$ cat src/rtl/ppio_pkg.sv
// Contract
// Modes 5-7: port 2 pull-up on only if direction 0 and control 1.
// Port 2 pull-up control clears on reset and hardware standby, kept in software standby.
// Modes 1-4 port 2 pull-ups always off; off in reset and hardware standby.
// Modes 5-7 pull-up gating holds in software standby and normal operation.
// Modes 1-6 port 3 is the data bus, direction ignored; mode 7 is I/O.
// Single-chip mode: port 3 pin drives when direction 1, input when 0.
// Port 3 direction is write-only; reads return all ones.
// Port 3 direction clears on reset and hardware standby, kept in software standby.
// In software standby a port 3 output pin keeps driving its state.
// Port 3 data read gives stored bit if direction 1, pin level if 0.
// Port 3 data is read/write, clears on reset and hardware standby, kept otherwise.
// Expanded modes with all areas 8-bit: 8-bit bus, port 4 general I/O.
// Expanded modes with any area 16-bit: port 4 joins the data bus.
// Port 4 as general I/O: direction 1 drives, direction 0 input.
// Port 4 direction is write-only at index ffc5, reset value zero.
// Port 3 registers at indices ffc4 and ffc6; low 16 index bits decoded.
// Modes 1-4 port 2 carries upper address, so its pull-ups stay off.
// Port 4 data read gives stored bit if direction 1, pin level if 0.
// A port serving as bus takes output value and enable from the bus interface.
package ppio_pkg;

	// ****************************************************************
	// Register indices; byte address is four times the index.
	// ****************************************************************
	localparam int unsigned IDX_W   = 16;
	localparam int unsigned IDX_LSB = 2;
	localparam logic [15:0] IDX_P3_DIR  = 16'hffc4;
	localparam logic [15:0] IDX_P4_DIR  = 16'hffc5;
	localparam logic [15:0] IDX_P3_DATA = 16'hffc6;
	localparam logic [15:0] IDX_P4_DATA = 16'hffc7;
	localparam logic [15:0] IDX_P2_PUC  = 16'hffd8;
	localparam logic [15:0] IDX_P4_PUC  = 16'hffda;

	// ****************************************************************
	// Widths and values.
	// ****************************************************************
	localparam int unsigned PORT_W = 8;
	localparam int unsigned MODE_W = 3;
	localparam int unsigned AREA_N = 8;
	localparam int unsigned DATA_W = 32;
	localparam logic [7:0]  REG_RESET    = 8'h00;
	localparam logic [7:0]  DIR_READBACK = 8'hff;
	localparam logic [23:0] RDATA_PAD    = 24'h000000;
	localparam logic [31:0] RDATA_NONE   = 32'h00000000;

	// ****************************************************************
	// Operating modes.
	// ****************************************************************
	localparam logic [2:0] MODE_FIRST        = 3'h1;
	localparam logic [2:0] MODE_ADDR_LAST    = 3'h4;
	localparam logic [2:0] MODE_PULLUP_FIRST = 3'h5;
	localparam logic [2:0] MODE_SINGLE       = 3'h7;

	// ****************************************************************
	// Bus encodings.
	// ****************************************************************
	localparam int unsigned HTRANS_ACT_BIT = 1;
	localparam logic [2:0]  HSIZE_WORD     = 3'h2;
	localparam logic        HRESP_OKAY     = 1'b0;
	localparam logic        AREA_16BIT     = 1'b1;

endpackage : ppio_pkg

$ cat src/rtl/ppio_top.sv
// The AHB-Lite interface to the registers is this design's own decision.
`timescale 1ns/1ps
module ppio_top (
	input  wire logic        hclk,
	input  wire logic        hresetn,
	input  wire logic        hsel,
	input  wire logic [31:0] haddr,
	input  wire logic [1:0]  htrans,
	input  wire logic        hwrite,
	input  wire logic [2:0]  hsize,
	input  wire logic        hready,
	input  wire logic [31:0] hwdata,
	output logic      [31:0] hrdata,
	output logic             hreadyout,
	output logic             hresp,
	input  wire logic [2:0]  op_mode,
	input  wire logic        hw_standby_n,
	input  wire logic        sw_standby,
	input  wire logic [7:0]  area_bus_width_control,
	input  wire logic [7:0]  port2_direction,
	output logic      [7:0]  port2_pullup_en,
	input  wire logic [7:0]  port3_in,
	output logic      [7:0]  port3_out,
	output logic      [7:0]  port3_oe,
	input  wire logic [7:0]  port4_in,
	output logic      [7:0]  port4_out,
	output logic      [7:0]  port4_oe,
	input  wire logic [15:0] ext_data_out,
	input  wire logic        ext_data_oe,
	output logic      [15:0] ext_data_in,
	output logic      [7:0]  port4_pullup_ctl
);

	// ****************************************************************
	// Decoding helpers.
	// ****************************************************************

	// Per-bit readback: stored bit where the pin drives, live pin where it listens.
	function automatic logic [7:0] port_readback(
		input logic [7:0] dir,
		input logic [7:0] data,
		input logic [7:0] pin
	);
		port_readback = (dir & data) | (~dir & pin);
	endfunction : port_readback

	// Register hit test on the latched index, shared by read and write paths.
	function automatic logic idx_hit(
		input logic [15:0] idx,
		input logic [15:0] target
	);
		idx_hit = (idx == target);
	endfunction : idx_hit

	// ****************************************************************
	// Pin synchronisers.
	// ****************************************************************
	logic [2:0]  mode_meta_r;
	logic [2:0]  mode_sync_r;
	logic        hwsb_meta_r;
	logic        hwsb_sync_r;
	logic [7:0]  p3_meta_r;
	logic [7:0]  p3_sync_r;
	logic [7:0]  p4_meta_r;
	logic [7:0]  p4_sync_r;

	// Mode flops leave reset as single-chip so that no pin follows the data bus
	// before the straps have been seen twice.
	localparam logic [2:0] MODE_SINGLE_RST = ppio_pkg::MODE_SINGLE;

	// Mode straps, standby pin and port pins all arrive from outside the clock.
	// The standby pin resets to asserted so the ports stay quiet until it is seen.
	always_ff @(posedge hclk or negedge hresetn) begin
		if (!hresetn) begin
			mode_meta_r <= MODE_SINGLE_RST;
			mode_sync_r <= MODE_SINGLE_RST;
			hwsb_meta_r <= 1'b0;
			hwsb_sync_r <= 1'b0;
			p3_meta_r   <= ppio_pkg::REG_RESET;
			p3_sync_r   <= ppio_pkg::REG_RESET;
			p4_meta_r   <= ppio_pkg::REG_RESET;
			p4_sync_r   <= ppio_pkg::REG_RESET;
		end else begin
			mode_meta_r <= op_mode;
			mode_sync_r <= mode_meta_r;
			hwsb_meta_r <= hw_standby_n;
			hwsb_sync_r <= hwsb_meta_r;
			p3_meta_r   <= port3_in;
			p3_sync_r   <= p3_meta_r;
			p4_meta_r   <= port4_in;
			p4_sync_r   <= p4_meta_r;
		end
	end

	// ****************************************************************
	// Mode decoding.
	// ****************************************************************
	wire hw_standby;
	wire single_chip;
	wire addr_only_mode;
	wire pullup_mode;
	wire bus16_mode;
	wire port4_gpio;

	// Mode 0 is no legal strap; it is taken as expanded with pull-ups off, the
	// quietest choice, which never leaves a data pin fighting the bus.
	// Hardware standby acts only after the pin has passed both flops.
	assign hw_standby     = ~hwsb_sync_r;
	assign single_chip    = (mode_sync_r == ppio_pkg::MODE_SINGLE);
	assign addr_only_mode = (mode_sync_r >= ppio_pkg::MODE_FIRST)
	                      & (mode_sync_r <= ppio_pkg::MODE_ADDR_LAST);
	assign pullup_mode    = (mode_sync_r >= ppio_pkg::MODE_PULLUP_FIRST);

	// Any area flagged for 16-bit access widens the external bus.
	assign bus16_mode = ~single_chip
	                  & (|(area_bus_width_control ~^ {ppio_pkg::AREA_N{ppio_pkg::AREA_16BIT}}));
	assign port4_gpio = ~bus16_mode;

	// ****************************************************************
	// Bus slave: address and data phases.
	// ****************************************************************
	logic        wr_pend_r;
	logic        rd_pend_r;
	logic [15:0] idx_r;
	logic        hreadyout_r;
	logic [31:0] hrdata_r;
	wire         addr_phase;
	wire         word_size;

	// Only whole-word writes change registers; narrow writes complete with no effect, narrow reads still return data.
	// A stray narrow access still answers OKAY, so it can never stall the bus;
	// it simply changes nothing.
	assign addr_phase = hsel & hready & htrans[ppio_pkg::HTRANS_ACT_BIT];
	assign word_size  = (hsize == ppio_pkg::HSIZE_WORD);

	// Writes finish without wait; a read inserts one wait state so that
	// the returned word reflects any write that ended on the same edge.
	always_ff @(posedge hclk or negedge hresetn) begin
		if (!hresetn) begin
			wr_pend_r   <= 1'b0;
			rd_pend_r   <= 1'b0;
			idx_r       <= '0;
			hreadyout_r <= 1'b1;
		end else if (addr_phase) begin
			wr_pend_r   <= hwrite & word_size;
			rd_pend_r   <= ~hwrite;
			idx_r       <= haddr[ppio_pkg::IDX_LSB +: ppio_pkg::IDX_W];
			hreadyout_r <= hwrite;
		end else begin
			wr_pend_r   <= 1'b0;
			rd_pend_r   <= 1'b0;
			hreadyout_r <= 1'b1;
		end
	end

	// ****************************************************************
	// Write strobes.
	// ****************************************************************
	wire we_p3_dir;
	wire we_p4_dir;
	wire we_p3_data;
	wire we_p4_data;
	wire we_p2_puc;
	wire we_p4_puc;
	wire [7:0] wbyte;

	// Narrow registers sit in the low byte lane of the word.
	assign wbyte      = hwdata[ppio_pkg::PORT_W-1:0];
	assign we_p3_dir  = wr_pend_r & idx_hit(idx_r, ppio_pkg::IDX_P3_DIR);
	assign we_p4_dir  = wr_pend_r & idx_hit(idx_r, ppio_pkg::IDX_P4_DIR);
	assign we_p3_data = wr_pend_r & idx_hit(idx_r, ppio_pkg::IDX_P3_DATA);
	assign we_p4_data = wr_pend_r & idx_hit(idx_r, ppio_pkg::IDX_P4_DATA);
	assign we_p2_puc  = wr_pend_r & idx_hit(idx_r, ppio_pkg::IDX_P2_PUC);
	assign we_p4_puc  = wr_pend_r & idx_hit(idx_r, ppio_pkg::IDX_P4_PUC);

	// ****************************************************************
	// Register file.
	// ****************************************************************
	logic [7:0] port3_direction_r;
	logic [7:0] port4_direction_r;
	logic [7:0] port3_output_data_r;
	logic [7:0] port4_output_data_r;
	logic [7:0] port2_pullup_control_r;
	logic [7:0] port4_pullup_control_r;

	// The direction registers are stored although they read back as ones,
	// since the pin enables and the data readback mix use their value.
	// Hardware standby clears everything; software standby is not looked at
	// here, so every setting simply holds through it.
	always_ff @(posedge hclk or negedge hresetn) begin
		if (!hresetn) begin
			port3_direction_r      <= ppio_pkg::REG_RESET;
			port4_direction_r      <= ppio_pkg::REG_RESET;
			port3_output_data_r    <= ppio_pkg::REG_RESET;
			port4_output_data_r    <= ppio_pkg::REG_RESET;
			port2_pullup_control_r <= ppio_pkg::REG_RESET;
			port4_pullup_control_r <= ppio_pkg::REG_RESET;
		end else if (hw_standby) begin
			port3_direction_r      <= ppio_pkg::REG_RESET;
			port4_direction_r      <= ppio_pkg::REG_RESET;
			port3_output_data_r    <= ppio_pkg::REG_RESET;
			port4_output_data_r    <= ppio_pkg::REG_RESET;
			port2_pullup_control_r <= ppio_pkg::REG_RESET;
			port4_pullup_control_r <= ppio_pkg::REG_RESET;
		end else begin
			if (we_p3_dir) begin
				port3_direction_r <= wbyte;
			end
			if (we_p4_dir) begin
				port4_direction_r <= wbyte;
			end
			if (we_p3_data) begin
				port3_output_data_r <= wbyte;
			end
			if (we_p4_data) begin
				port4_output_data_r <= wbyte;
			end
			if (we_p2_puc) begin
				port2_pullup_control_r <= wbyte;
			end
			if (we_p4_puc) begin
				port4_pullup_control_r <= wbyte;
			end
		end
	end

	// ****************************************************************
	// Read path.
	// ****************************************************************
	wire [7:0] p3_readback;
	wire [7:0] p4_readback;
	wire [7:0] rd_byte;

	// Data reads mix stored bits and synchronised pin levels bit by bit.
	assign p3_readback = port_readback(port3_direction_r, port3_output_data_r, p3_sync_r);
	assign p4_readback = port_readback(port4_direction_r, port4_output_data_r, p4_sync_r);

	// Direction registers cannot be read back; unmapped indices read zero.
	assign rd_byte =
		idx_hit(idx_r, ppio_pkg::IDX_P3_DIR)  ? ppio_pkg::DIR_READBACK :
		idx_hit(idx_r, ppio_pkg::IDX_P4_DIR)  ? ppio_pkg::DIR_READBACK :
		idx_hit(idx_r, ppio_pkg::IDX_P3_DATA) ? p3_readback :
		idx_hit(idx_r, ppio_pkg::IDX_P4_DATA) ? p4_readback :
		idx_hit(idx_r, ppio_pkg::IDX_P2_PUC)  ? port2_pullup_control_r :
		idx_hit(idx_r, ppio_pkg::IDX_P4_PUC)  ? port4_pullup_control_r :
		ppio_pkg::REG_RESET;

	// Read data is registered at the end of the wait cycle and held after.
	always_ff @(posedge hclk or negedge hresetn) begin
		if (!hresetn) begin
			hrdata_r <= ppio_pkg::RDATA_NONE;
		end else if (rd_pend_r) begin
			hrdata_r <= {ppio_pkg::RDATA_PAD, rd_byte};
		end
	end

	// ****************************************************************
	// Pin drive selection.
	// ****************************************************************
	wire [7:0] p3_out_nxt;
	wire [7:0] p3_oe_nxt;
	wire [7:0] p4_out_nxt;
	wire [7:0] p4_oe_nxt;
	wire [7:0] pu_nxt;

	// Hardware standby overrides every other source, so no pin is driven while
	// the rest of the chip may be without power.
	// Port 3 carries the upper data byte outside single-chip mode and then
	// follows the bus interface; its direction register has no say there.
	assign p3_out_nxt = single_chip ? port3_output_data_r
	                                : ext_data_out[15:8];
	assign p3_oe_nxt  = hw_standby  ? ppio_pkg::REG_RESET :
	                    single_chip ? port3_direction_r :
	                    {ppio_pkg::PORT_W{ext_data_oe}};

	// Port 4 carries the lower data byte only in 16-bit bus mode.
	assign p4_out_nxt = port4_gpio ? port4_output_data_r
	                               : ext_data_out[7:0];
	assign p4_oe_nxt  = hw_standby ? ppio_pkg::REG_RESET :
	                    port4_gpio ? port4_direction_r :
	                    {ppio_pkg::PORT_W{ext_data_oe}};

	// Pull-ups follow the same gate in software standby as in normal running,
	// which is why sw_standby does not appear in this term.
	assign pu_nxt = (hw_standby | addr_only_mode | ~pullup_mode) ? ppio_pkg::REG_RESET
	              : (port2_pullup_control_r & ~port2_direction);

	// ****************************************************************
	// Output flops.
	// ****************************************************************
	logic [7:0]  port2_pullup_en_r;
	logic [7:0]  port3_out_r;
	logic [7:0]  port3_oe_r;
	logic [7:0]  port4_out_r;
	logic [7:0]  port4_oe_r;
	logic [15:0] ext_data_in_r;
	logic [7:0]  port4_pullup_ctl_r;
	logic        hresp_r;

	// The bus interface receives synchronised pin levels, so a data byte
	// reaches it three edges after it appears on the pins.
	// Every pin output comes from a flop, costing one cycle of latency;
	// under reset all enables and pull-ups are off.
	always_ff @(posedge hclk or negedge hresetn) begin
		if (!hresetn) begin
			port2_pullup_en_r  <= ppio_pkg::REG_RESET;
			port3_out_r        <= ppio_pkg::REG_RESET;
			port3_oe_r         <= ppio_pkg::REG_RESET;
			port4_out_r        <= ppio_pkg::REG_RESET;
			port4_oe_r         <= ppio_pkg::REG_RESET;
			ext_data_in_r      <= '0;
			port4_pullup_ctl_r <= ppio_pkg::REG_RESET;
			hresp_r            <= ppio_pkg::HRESP_OKAY;
		end else begin
			port2_pullup_en_r  <= pu_nxt;
			port3_out_r        <= p3_out_nxt;
			port3_oe_r         <= p3_oe_nxt;
			port4_out_r        <= p4_out_nxt;
			port4_oe_r         <= p4_oe_nxt;
			ext_data_in_r      <= {p3_sync_r, p4_sync_r};
			port4_pullup_ctl_r <= port4_pullup_control_r;
			hresp_r            <= ppio_pkg::HRESP_OKAY;
		end
	end

	// Software standby needs no special handling: the flops above keep running,
	// so driven pins keep their level and settings stay as they were.
	wire unused_sw_standby;
	assign unused_sw_standby = sw_standby;

	// ****************************************************************
	// Output connections.
	// ****************************************************************
	assign hrdata           = hrdata_r;
	assign hreadyout        = hreadyout_r;
	assign hresp            = hresp_r;
	assign port2_pullup_en  = port2_pullup_en_r;
	assign port3_out        = port3_out_r;
	assign port3_oe         = port3_oe_r;
	assign port4_out        = port4_out_r;
	assign port4_oe         = port4_oe_r;
	assign ext_data_in      = ext_data_in_r;
	assign port4_pullup_ctl = port4_pullup_ctl_r;

endmodule : ppio_top
$ cat config.mk
export PLATFORM = sky130hd
export DESIGN_NAME = ppio_top
export DESIGN_NICKNAME = d
export VERILOG_FILES = /design/src/rtl/ppio_pkg.sv /design/src/rtl/ppio_top.sv
export SDC_FILE = /design/constraint.sdc
export NUM_CORES = 1
export LEC_CHECK = 0
export ABC_CLOCK_PERIOD_IN_PS = 2500
export BUFFER_PORTS_ARGS = -buffer_cell sky130_fd_sc_hd__buf_2
export CAP_MARGIN = 25
export CORE_ASPECT_RATIO = 1.75
export CORE_MARGIN = 4
export CORE_UTILIZATION = 51
export DETAILED_ROUTE_END_ITERATION = 7
export GPL_ROUTABILITY_DRIVEN = 0
export PLACE_DENSITY = 0.8
export REMOVE_ABC_BUFFERS = 1
export SETUP_SLACK_MARGIN = 0.2
export SKIP_CTS_REPAIR_TIMING = 1
export SLEW_MARGIN = 20
export SYNTH_ARGS = -nofsm -noshare
export SYNTH_HDL_FRONTEND = slang
export SYNTH_SLANG_ARGS = --single-unit
export TNS_END_PERCENT = 10
$ cat constraint.sdc
create_clock -name hclk -period 2.5 [get_ports hclk]
set_input_delay 0.375 -clock hclk [delete_from_list [all_inputs] [get_ports hclk]]
set_output_delay 0.375 -clock hclk [all_outputs]
set_load 0.01 [all_outputs]
* Word level (Yosys, flattened, before mapping)
Index checks and enable logic that the tools add are counted.
Word-level totals: memory bits (read-only) 0, memory bits (writable) 0, latch bits 0, word-level logic and storage cells 99, input bits 128, register bits after elaboration 179, memories kept 0, output and inout port bits 98
Cells by class: reductions and logical operators 1, $mul 0, equality and inequality tests 14, shift operators 0, bitwise operators 27, $lt $le $gt $ge 3, div/mod/pow operators 0, multiplexer cells 28, add/subtract/negate cells 0
Operators with widths (number):
- 8-bit 2-to-1 mux | 25
- 16-bit equality test, second input constant | 6
- 8-bit bitwise AND | 5
- 8-bit inverter | 3
- 8-bit OR | 2
- 2-bit by 1-bit != test with 1-bit output, second input constant | 6
- 1-bit bitwise AND | 11
- 8-bit OR reduction | 1
- 1-bit inverter | 4
- 3-bit by 2-bit equality test with 1-bit output, second input constant | 1
- 3-bit equality test, second input constant | 1
- 3-bit by 1-bit >= comparator with 1-bit output, second input constant | 1
- 3-bit >= comparator, second input constant | 1
- 3-bit <= comparator, second input constant | 1
- 1-bit 2-to-1 mux | 3
- 1-bit OR | 2

* Depth between registers and ports, before layout
depth in word-level cells 7, mapped depth 6, depth with buffers taken out 4

* Worst setup path after synthesis
OpenSTA, ideal clock, no wires.
path kind input port to flip-flop, start in area_bus_width_control[5], end reg port4_out_r[5] (netlist: port4_out[5]), required time 2.375 ns, path buffers 1, cell stages on the path 4, arrival 1.792 ns, setup slack 0.583 ns, setup time 0.125 ns, path through or4_1 > o21ai_2 > buf_2 > mux2_2
Between the ends: longest elaborated chain between the ends 3
RTL lines:
- from (decl) | line ppio_top.sv:19 | input wire logic [7:0] area_bus_width_control,
- 8-bit OR reduction | line ppio_top.sv:116 | & (|(area_bus_width_control ~^ {ppio_pkg::AREA_N{ppio_pkg::AREA_16BIT}}));
- 1-bit bitwise AND | line ppio_top.sv:116
- 8-bit 2-to-1 mux | line ppio_top.sv:277 | assign p4_out_nxt = port4_gpio ? port4_output_data_r
- via p4_out_nxt[5] | line ppio_top.sv:262 | wire [7:0] p4_out_nxt;
- to (signal assigned) | line ppio_top.sv:309 | port4_out_r <= ppio_pkg::REG_RESET;
- to (signal assigned) | line ppio_top.sv:318 | port4_out_r <= p4_out_nxt;
- to (decl) | line ppio_top.sv:294 | logic [7:0] port4_out_r;
The timed path passes the listed nets, and every way through them passes these cells. A chain may end at the register's enable or synchronous reset.

* Final worst setup path
start reg idx_r[4], end reg port3_output_data_r[7]
Between the ends: longest elaborated chain between the ends 3
RTL lines:
- from (decl) | line ppio_top.sv:124 | logic [15:0] idx_r;
- from (signal assigned) | line ppio_top.sv:147 | idx_r <= haddr[ppio_pkg::IDX_LSB +: ppio_pkg::IDX_W];
- 16-bit equality test | line ppio_top.sv:52 | idx_hit = (idx == target);
- 1-bit bitwise AND | line ppio_top.sv:171 | assign we_p3_data = wr_pend_r & idx_hit(idx_r, ppio_pkg::IDX_P3_DATA);
- 2-bit by 1-bit != test with 1-bit output (no source line)
- to (signal assigned) | line ppio_top.sv:194 | port3_output_data_r <= ppio_pkg::REG_RESET;
- to (signal assigned) | line ppio_top.sv:201 | port3_output_data_r <= ppio_pkg::REG_RESET;
- to (signal assigned) | line ppio_top.sv:213 | port3_output_data_r <= wbyte;
- to (decl) | line ppio_top.sv:181 | logic [7:0] port3_output_data_r;
No other way between the ends.

==> impl_summary.md <==
Timing
The setup-violating endpoint count in the final report is 0. The aggregate negative setup slack is 0 ps. The clock arrives with 7.83 ps of skew. Setup slack closes at 323 ps. Setup repair after global routing left no endpoint under its margin. Hold timing on the final database bottoms out at a slack of -44.6 ps. At the pin with the least slew margin, the transition time is 806 ps. The worst slew margin relative to its limit is 46.1%. The worst path uses 87.1% of the clock period. The number of pins with negative max-slew slack in the final report is 0. Timing would allow up to 459 MHz. The post-layout minimum cycle time is 2180 ps. The hold violation total from the final report came to 40.

Routing
For this run, design rule violations remaining after detail routing come to 0. The vias after detailed routing is between 5000 and 6000. In the final routed layout, each cell accounts on average for 19.2 um. The first detailed-routing pass ran for 5 iterations.

After detailed routing, the number of vias per cell comes to 5.58. The routed design has 18000 um of wire. The count of nets left with antenna violations once routing finished came out at 0. The number of violations reported at the end of detailed-routing iteration 0 is 371.

Logic synthesis
The synthesized design spends more area on one cell type than any other, namely sky130_fd_sc_hd__dfrtp_1. The share of synthesized registers carrying an async set or reset is 100%. The synthesized area is between 0.007 and 0.008 mm^2. A synthesized cell averages 12.2 um^2. By area the synthesized netlist is led by sky130_fd_sc_hd__dfrtp_1 60%, sky130_fd_sc_hd__mux2_2 5.0%, sky130_fd_sc_hd__a21boi_1 4.0%. In this run, distinct cell masters in the synthesized netlist total 43. Synthesis inferred 179 register bits. During synthesis, Yosys emitted a total of 0 warnings. The synthesized design contains 0 enable-type register cells. Synthesis produced a netlist whose cell count is 589. The area share of the leading cell type in the synthesized netlist is 60.1%. The predominant post-synthesis flop cell is sky130_fd_sc_hd__dfrtp_1. After synthesis, flip-flops and latches occupy 62.6% of the total area.

CTS
The number of buffers created by CTS is 17. Clock tree synthesis selected as its root buffer the cell sky130_fd_sc_hd__clkbuf_16. The clock-pin slew on the worst setup and hold paths is 70 ps. The level count of the clock H-tree is 4. The insertion delay to the later sink of the worst-skew pair is 420 ps. The maximum count of clock buffers along a single path is 2. The CTS sink count is 179. TritonCTS built the clock tree.

GRT
The via count of the first global-routing pass is 5379. Across every metal layer, demand over resource in global routing totals about 23%. The pin count of the biggest net entering global routing is 73.

The initial antenna violation count is 0. The residual overflow from global routing is 0. The first global-routing pass estimated 28000 um of wire.

Critical path
Along the worst path, the maximum fanout reaches 16. The startpoint kind of the worst setup timing path is a flop. STA puts the critical path data arrival time at 2470 ps. The worst setup path is of the reg -> reg kind. STA puts the critical path data required time at approximately 2800 ps. The worst setup path is captured at a flop.

Run status
The final reports fail on negative hold slack. The flow ran to the end, but the final reports show violations.

Cells and area
The multi-input gate area in the final layout is 0.00238 mm^2. The number of fillers in the final layout is 1125. Registers take roughly 0.0045 mm^2. The synthesis-to-finish area growth is 20.6%.

The layout cell share with drive strength beyond 1 is 33.8%. The number of antenna cells inserted is 0. In the final design database the tool counted ~870 nets.

Place
During placement, the flow inserted port buffers numbering 158. The HPWL after detailed placement is 12600 um. Timing analysis after detailed placement gives a worst setup slack of 349 ps.

Power
IR analysis of the VDD net gives a maximum drop of 0.000483 V. The total power of the final layout is 6.13 mW. The leakage power is 3.98 nW. Dividing total power by cell area gives a power density of 710 mW/mm^2.

Floorplan
In this run the vertical extent of the chip is between 150 and 200 um. The die is a little under 100 um wide. The area inside the core boundary is 0.0138 mm^2.

In this run the count of I/O pins placed on the die edge is 226. The die covers between 0.015 and 0.02 mm^2. The starting density of the core is 51.8%. The row count is 57.

Min path
The class of the worst hold path is in -> async.

Job
The tool flagged a number of max-cap violations equal to 0.
## layout by cell type, fill, tap and decap left out, types with 2 or more instances in the layout
cell type                    count
sky130_fd_sc_hd__nand4bb_1       2
sky130_fd_sc_hd__a21boi_0       26
sky130_fd_sc_hd__a31oi_1         3
sky130_fd_sc_hd__clkinv_4        2
sky130_fd_sc_hd__inv_8           2
sky130_fd_sc_hd__clkinv_2        3
sky130_fd_sc_hd__clkbuf_16      17
sky130_fd_sc_hd__inv_6           2
sky130_fd_sc_hd__nor3b_1         8
sky130_fd_sc_hd__nand2_1        41
sky130_fd_sc_hd__mux2i_1        16
sky130_fd_sc_hd__o21ai_0        44
sky130_fd_sc_hd__conb_1         25
sky130_fd_sc_hd__nor2b_1         3
sky130_fd_sc_hd__buf_2         157
sky130_fd_sc_hd__or4_1           4
sky130_fd_sc_hd__a22oi_1         8
sky130_fd_sc_hd__inv_1           6
sky130_fd_sc_hd__o211ai_1        2
sky130_fd_sc_hd__and3_1          2
sky130_fd_sc_hd__nor4_4          2
sky130_fd_sc_hd__nor2_1         10
sky130_fd_sc_hd__dfstp_2         7
sky130_fd_sc_hd__a21boi_1       38
sky130_fd_sc_hd__dfrtp_1       172
sky130_fd_sc_hd__clkinvlp_4      3
sky130_fd_sc_hd__o21ai_1        23
sky130_fd_sc_hd__mux2_2         32
sky130_fd_sc_hd__buf_12          2
sky130_fd_sc_hd__nand3_1        56
sky130_fd_sc_hd__o221ai_1        5
sky130_fd_sc_hd__buf_4          15
sky130_fd_sc_hd__nor4_2          2
## kinds of logic (layout without fill, tap and decap cells)
| group | Yosys count | count (layout) | share of synthesized area, % |
|---|---|---|---|
| AOI/OAI and AO/OA | 150 | 150 | 13.4 |
| and+or+nand+nor | 142 | 142 | 11.3 |
| muxes | 48 | 48 | 7.27 |
| DFF | 179 | 179 | 62.6 |
| other | 1 | 25 | 0.0523 |
| buffers and inverters | 69 | 214 | 5.33 |
## report_power, final
part	switching, mW	leakage [nW]	internal [mW]
registers	0.0801	2.28	3.03
clock network	1.12	0.274	1.42
logic	0.288	1.43	0.206
## worst max-delay path, cell delays in order (launching register included)
cell,delay [ps]
sky130_fd_sc_hd__dfrtp_1,400
sky130_fd_sc_hd__or3b_4,460
sky130_fd_sc_hd__or4_1,780
sky130_fd_sc_hd__o21ai_0,290
sky130_fd_sc_hd__a21boi_0,120
## stage by stage
stage,hold slack [ps],instances,utilization (%),instance area (um^2)
final,-44.6,935,62.4,8640
after global routing,11.6,935,62.4,8640
after CTS,-16.0,935,62.4,8640
after detailed placement,335,903,58.3,8070
after global placement,332,903,58.3,8070
after floorplan,79.4,551,-,6900
## area by class of cell
| cell class | instances | area share [%] |
|---|---|---|
| sequential | 179 | 52.0 |
| multi-input combinational | 365 | 27.6 |
| timing repair buffer | 175 | 11.0 |
| clock buffer | 19 | 5.13 |
| tap | 177 | 2.56 |
| clock inverter | 13 | 1.45 |
| inverter | 7 | 0.304 |
## final timing paths
kind,startpoint,endpoint,slack (ps),cells past startpoint
setup / recovery,idx_r[4],port3_output_data_r[7],320,4
hold / removal,hresetn,port4_oe[3],-40,1
setup reg to reg,idx_r[4],port3_output_data_r[7],320,4
hold reg to reg,p4_meta_r[3],p4_sync_r[3],340,0
max in group asynchronous,hresetn,hrdata[5],1770,2
min in group hclk,op_mode[1],mode_meta_r[1],50,1
## Yosys cell counts, types with 5 or more instances
cell type and number:
sky130_fd_sc_hd__mux2i_1 16, sky130_fd_sc_hd__inv_1 6, sky130_fd_sc_hd__o21ai_1 23, sky130_fd_sc_hd__a21boi_0 26, sky130_fd_sc_hd__o221ai_1 5, sky130_fd_sc_hd__mux2_2 32, sky130_fd_sc_hd__nor3b_1 8, sky130_fd_sc_hd__nor2_1 10
sky130_fd_sc_hd__buf_4 25, sky130_fd_sc_hd__buf_2 5, sky130_fd_sc_hd__o21ai_0 44, sky130_fd_sc_hd__dfstp_2 7, sky130_fd_sc_hd__dfrtp_1 172, sky130_fd_sc_hd__a21boi_1 38, sky130_fd_sc_hd__clkbuf_1 25, sky130_fd_sc_hd__a22oi_1 8
sky130_fd_sc_hd__nand3_1 56, sky130_fd_sc_hd__nand2_1 41
## metal layers
| metal | track usage (%) | share of wire (%) | up-vias |
|---|---|---|---|
| met5 | 0 | 0 | - |
| met4 | 11.8 | 4.3 | 0 |
| met3 | 4.82 | 6.7 | 49 |
| met2 | 39.3 | 53 | 245 |
| met1 | 26.0 | 36 | 2582 |
| li1 | - | - | 2343 |
(Power assumes the default switching activity.)
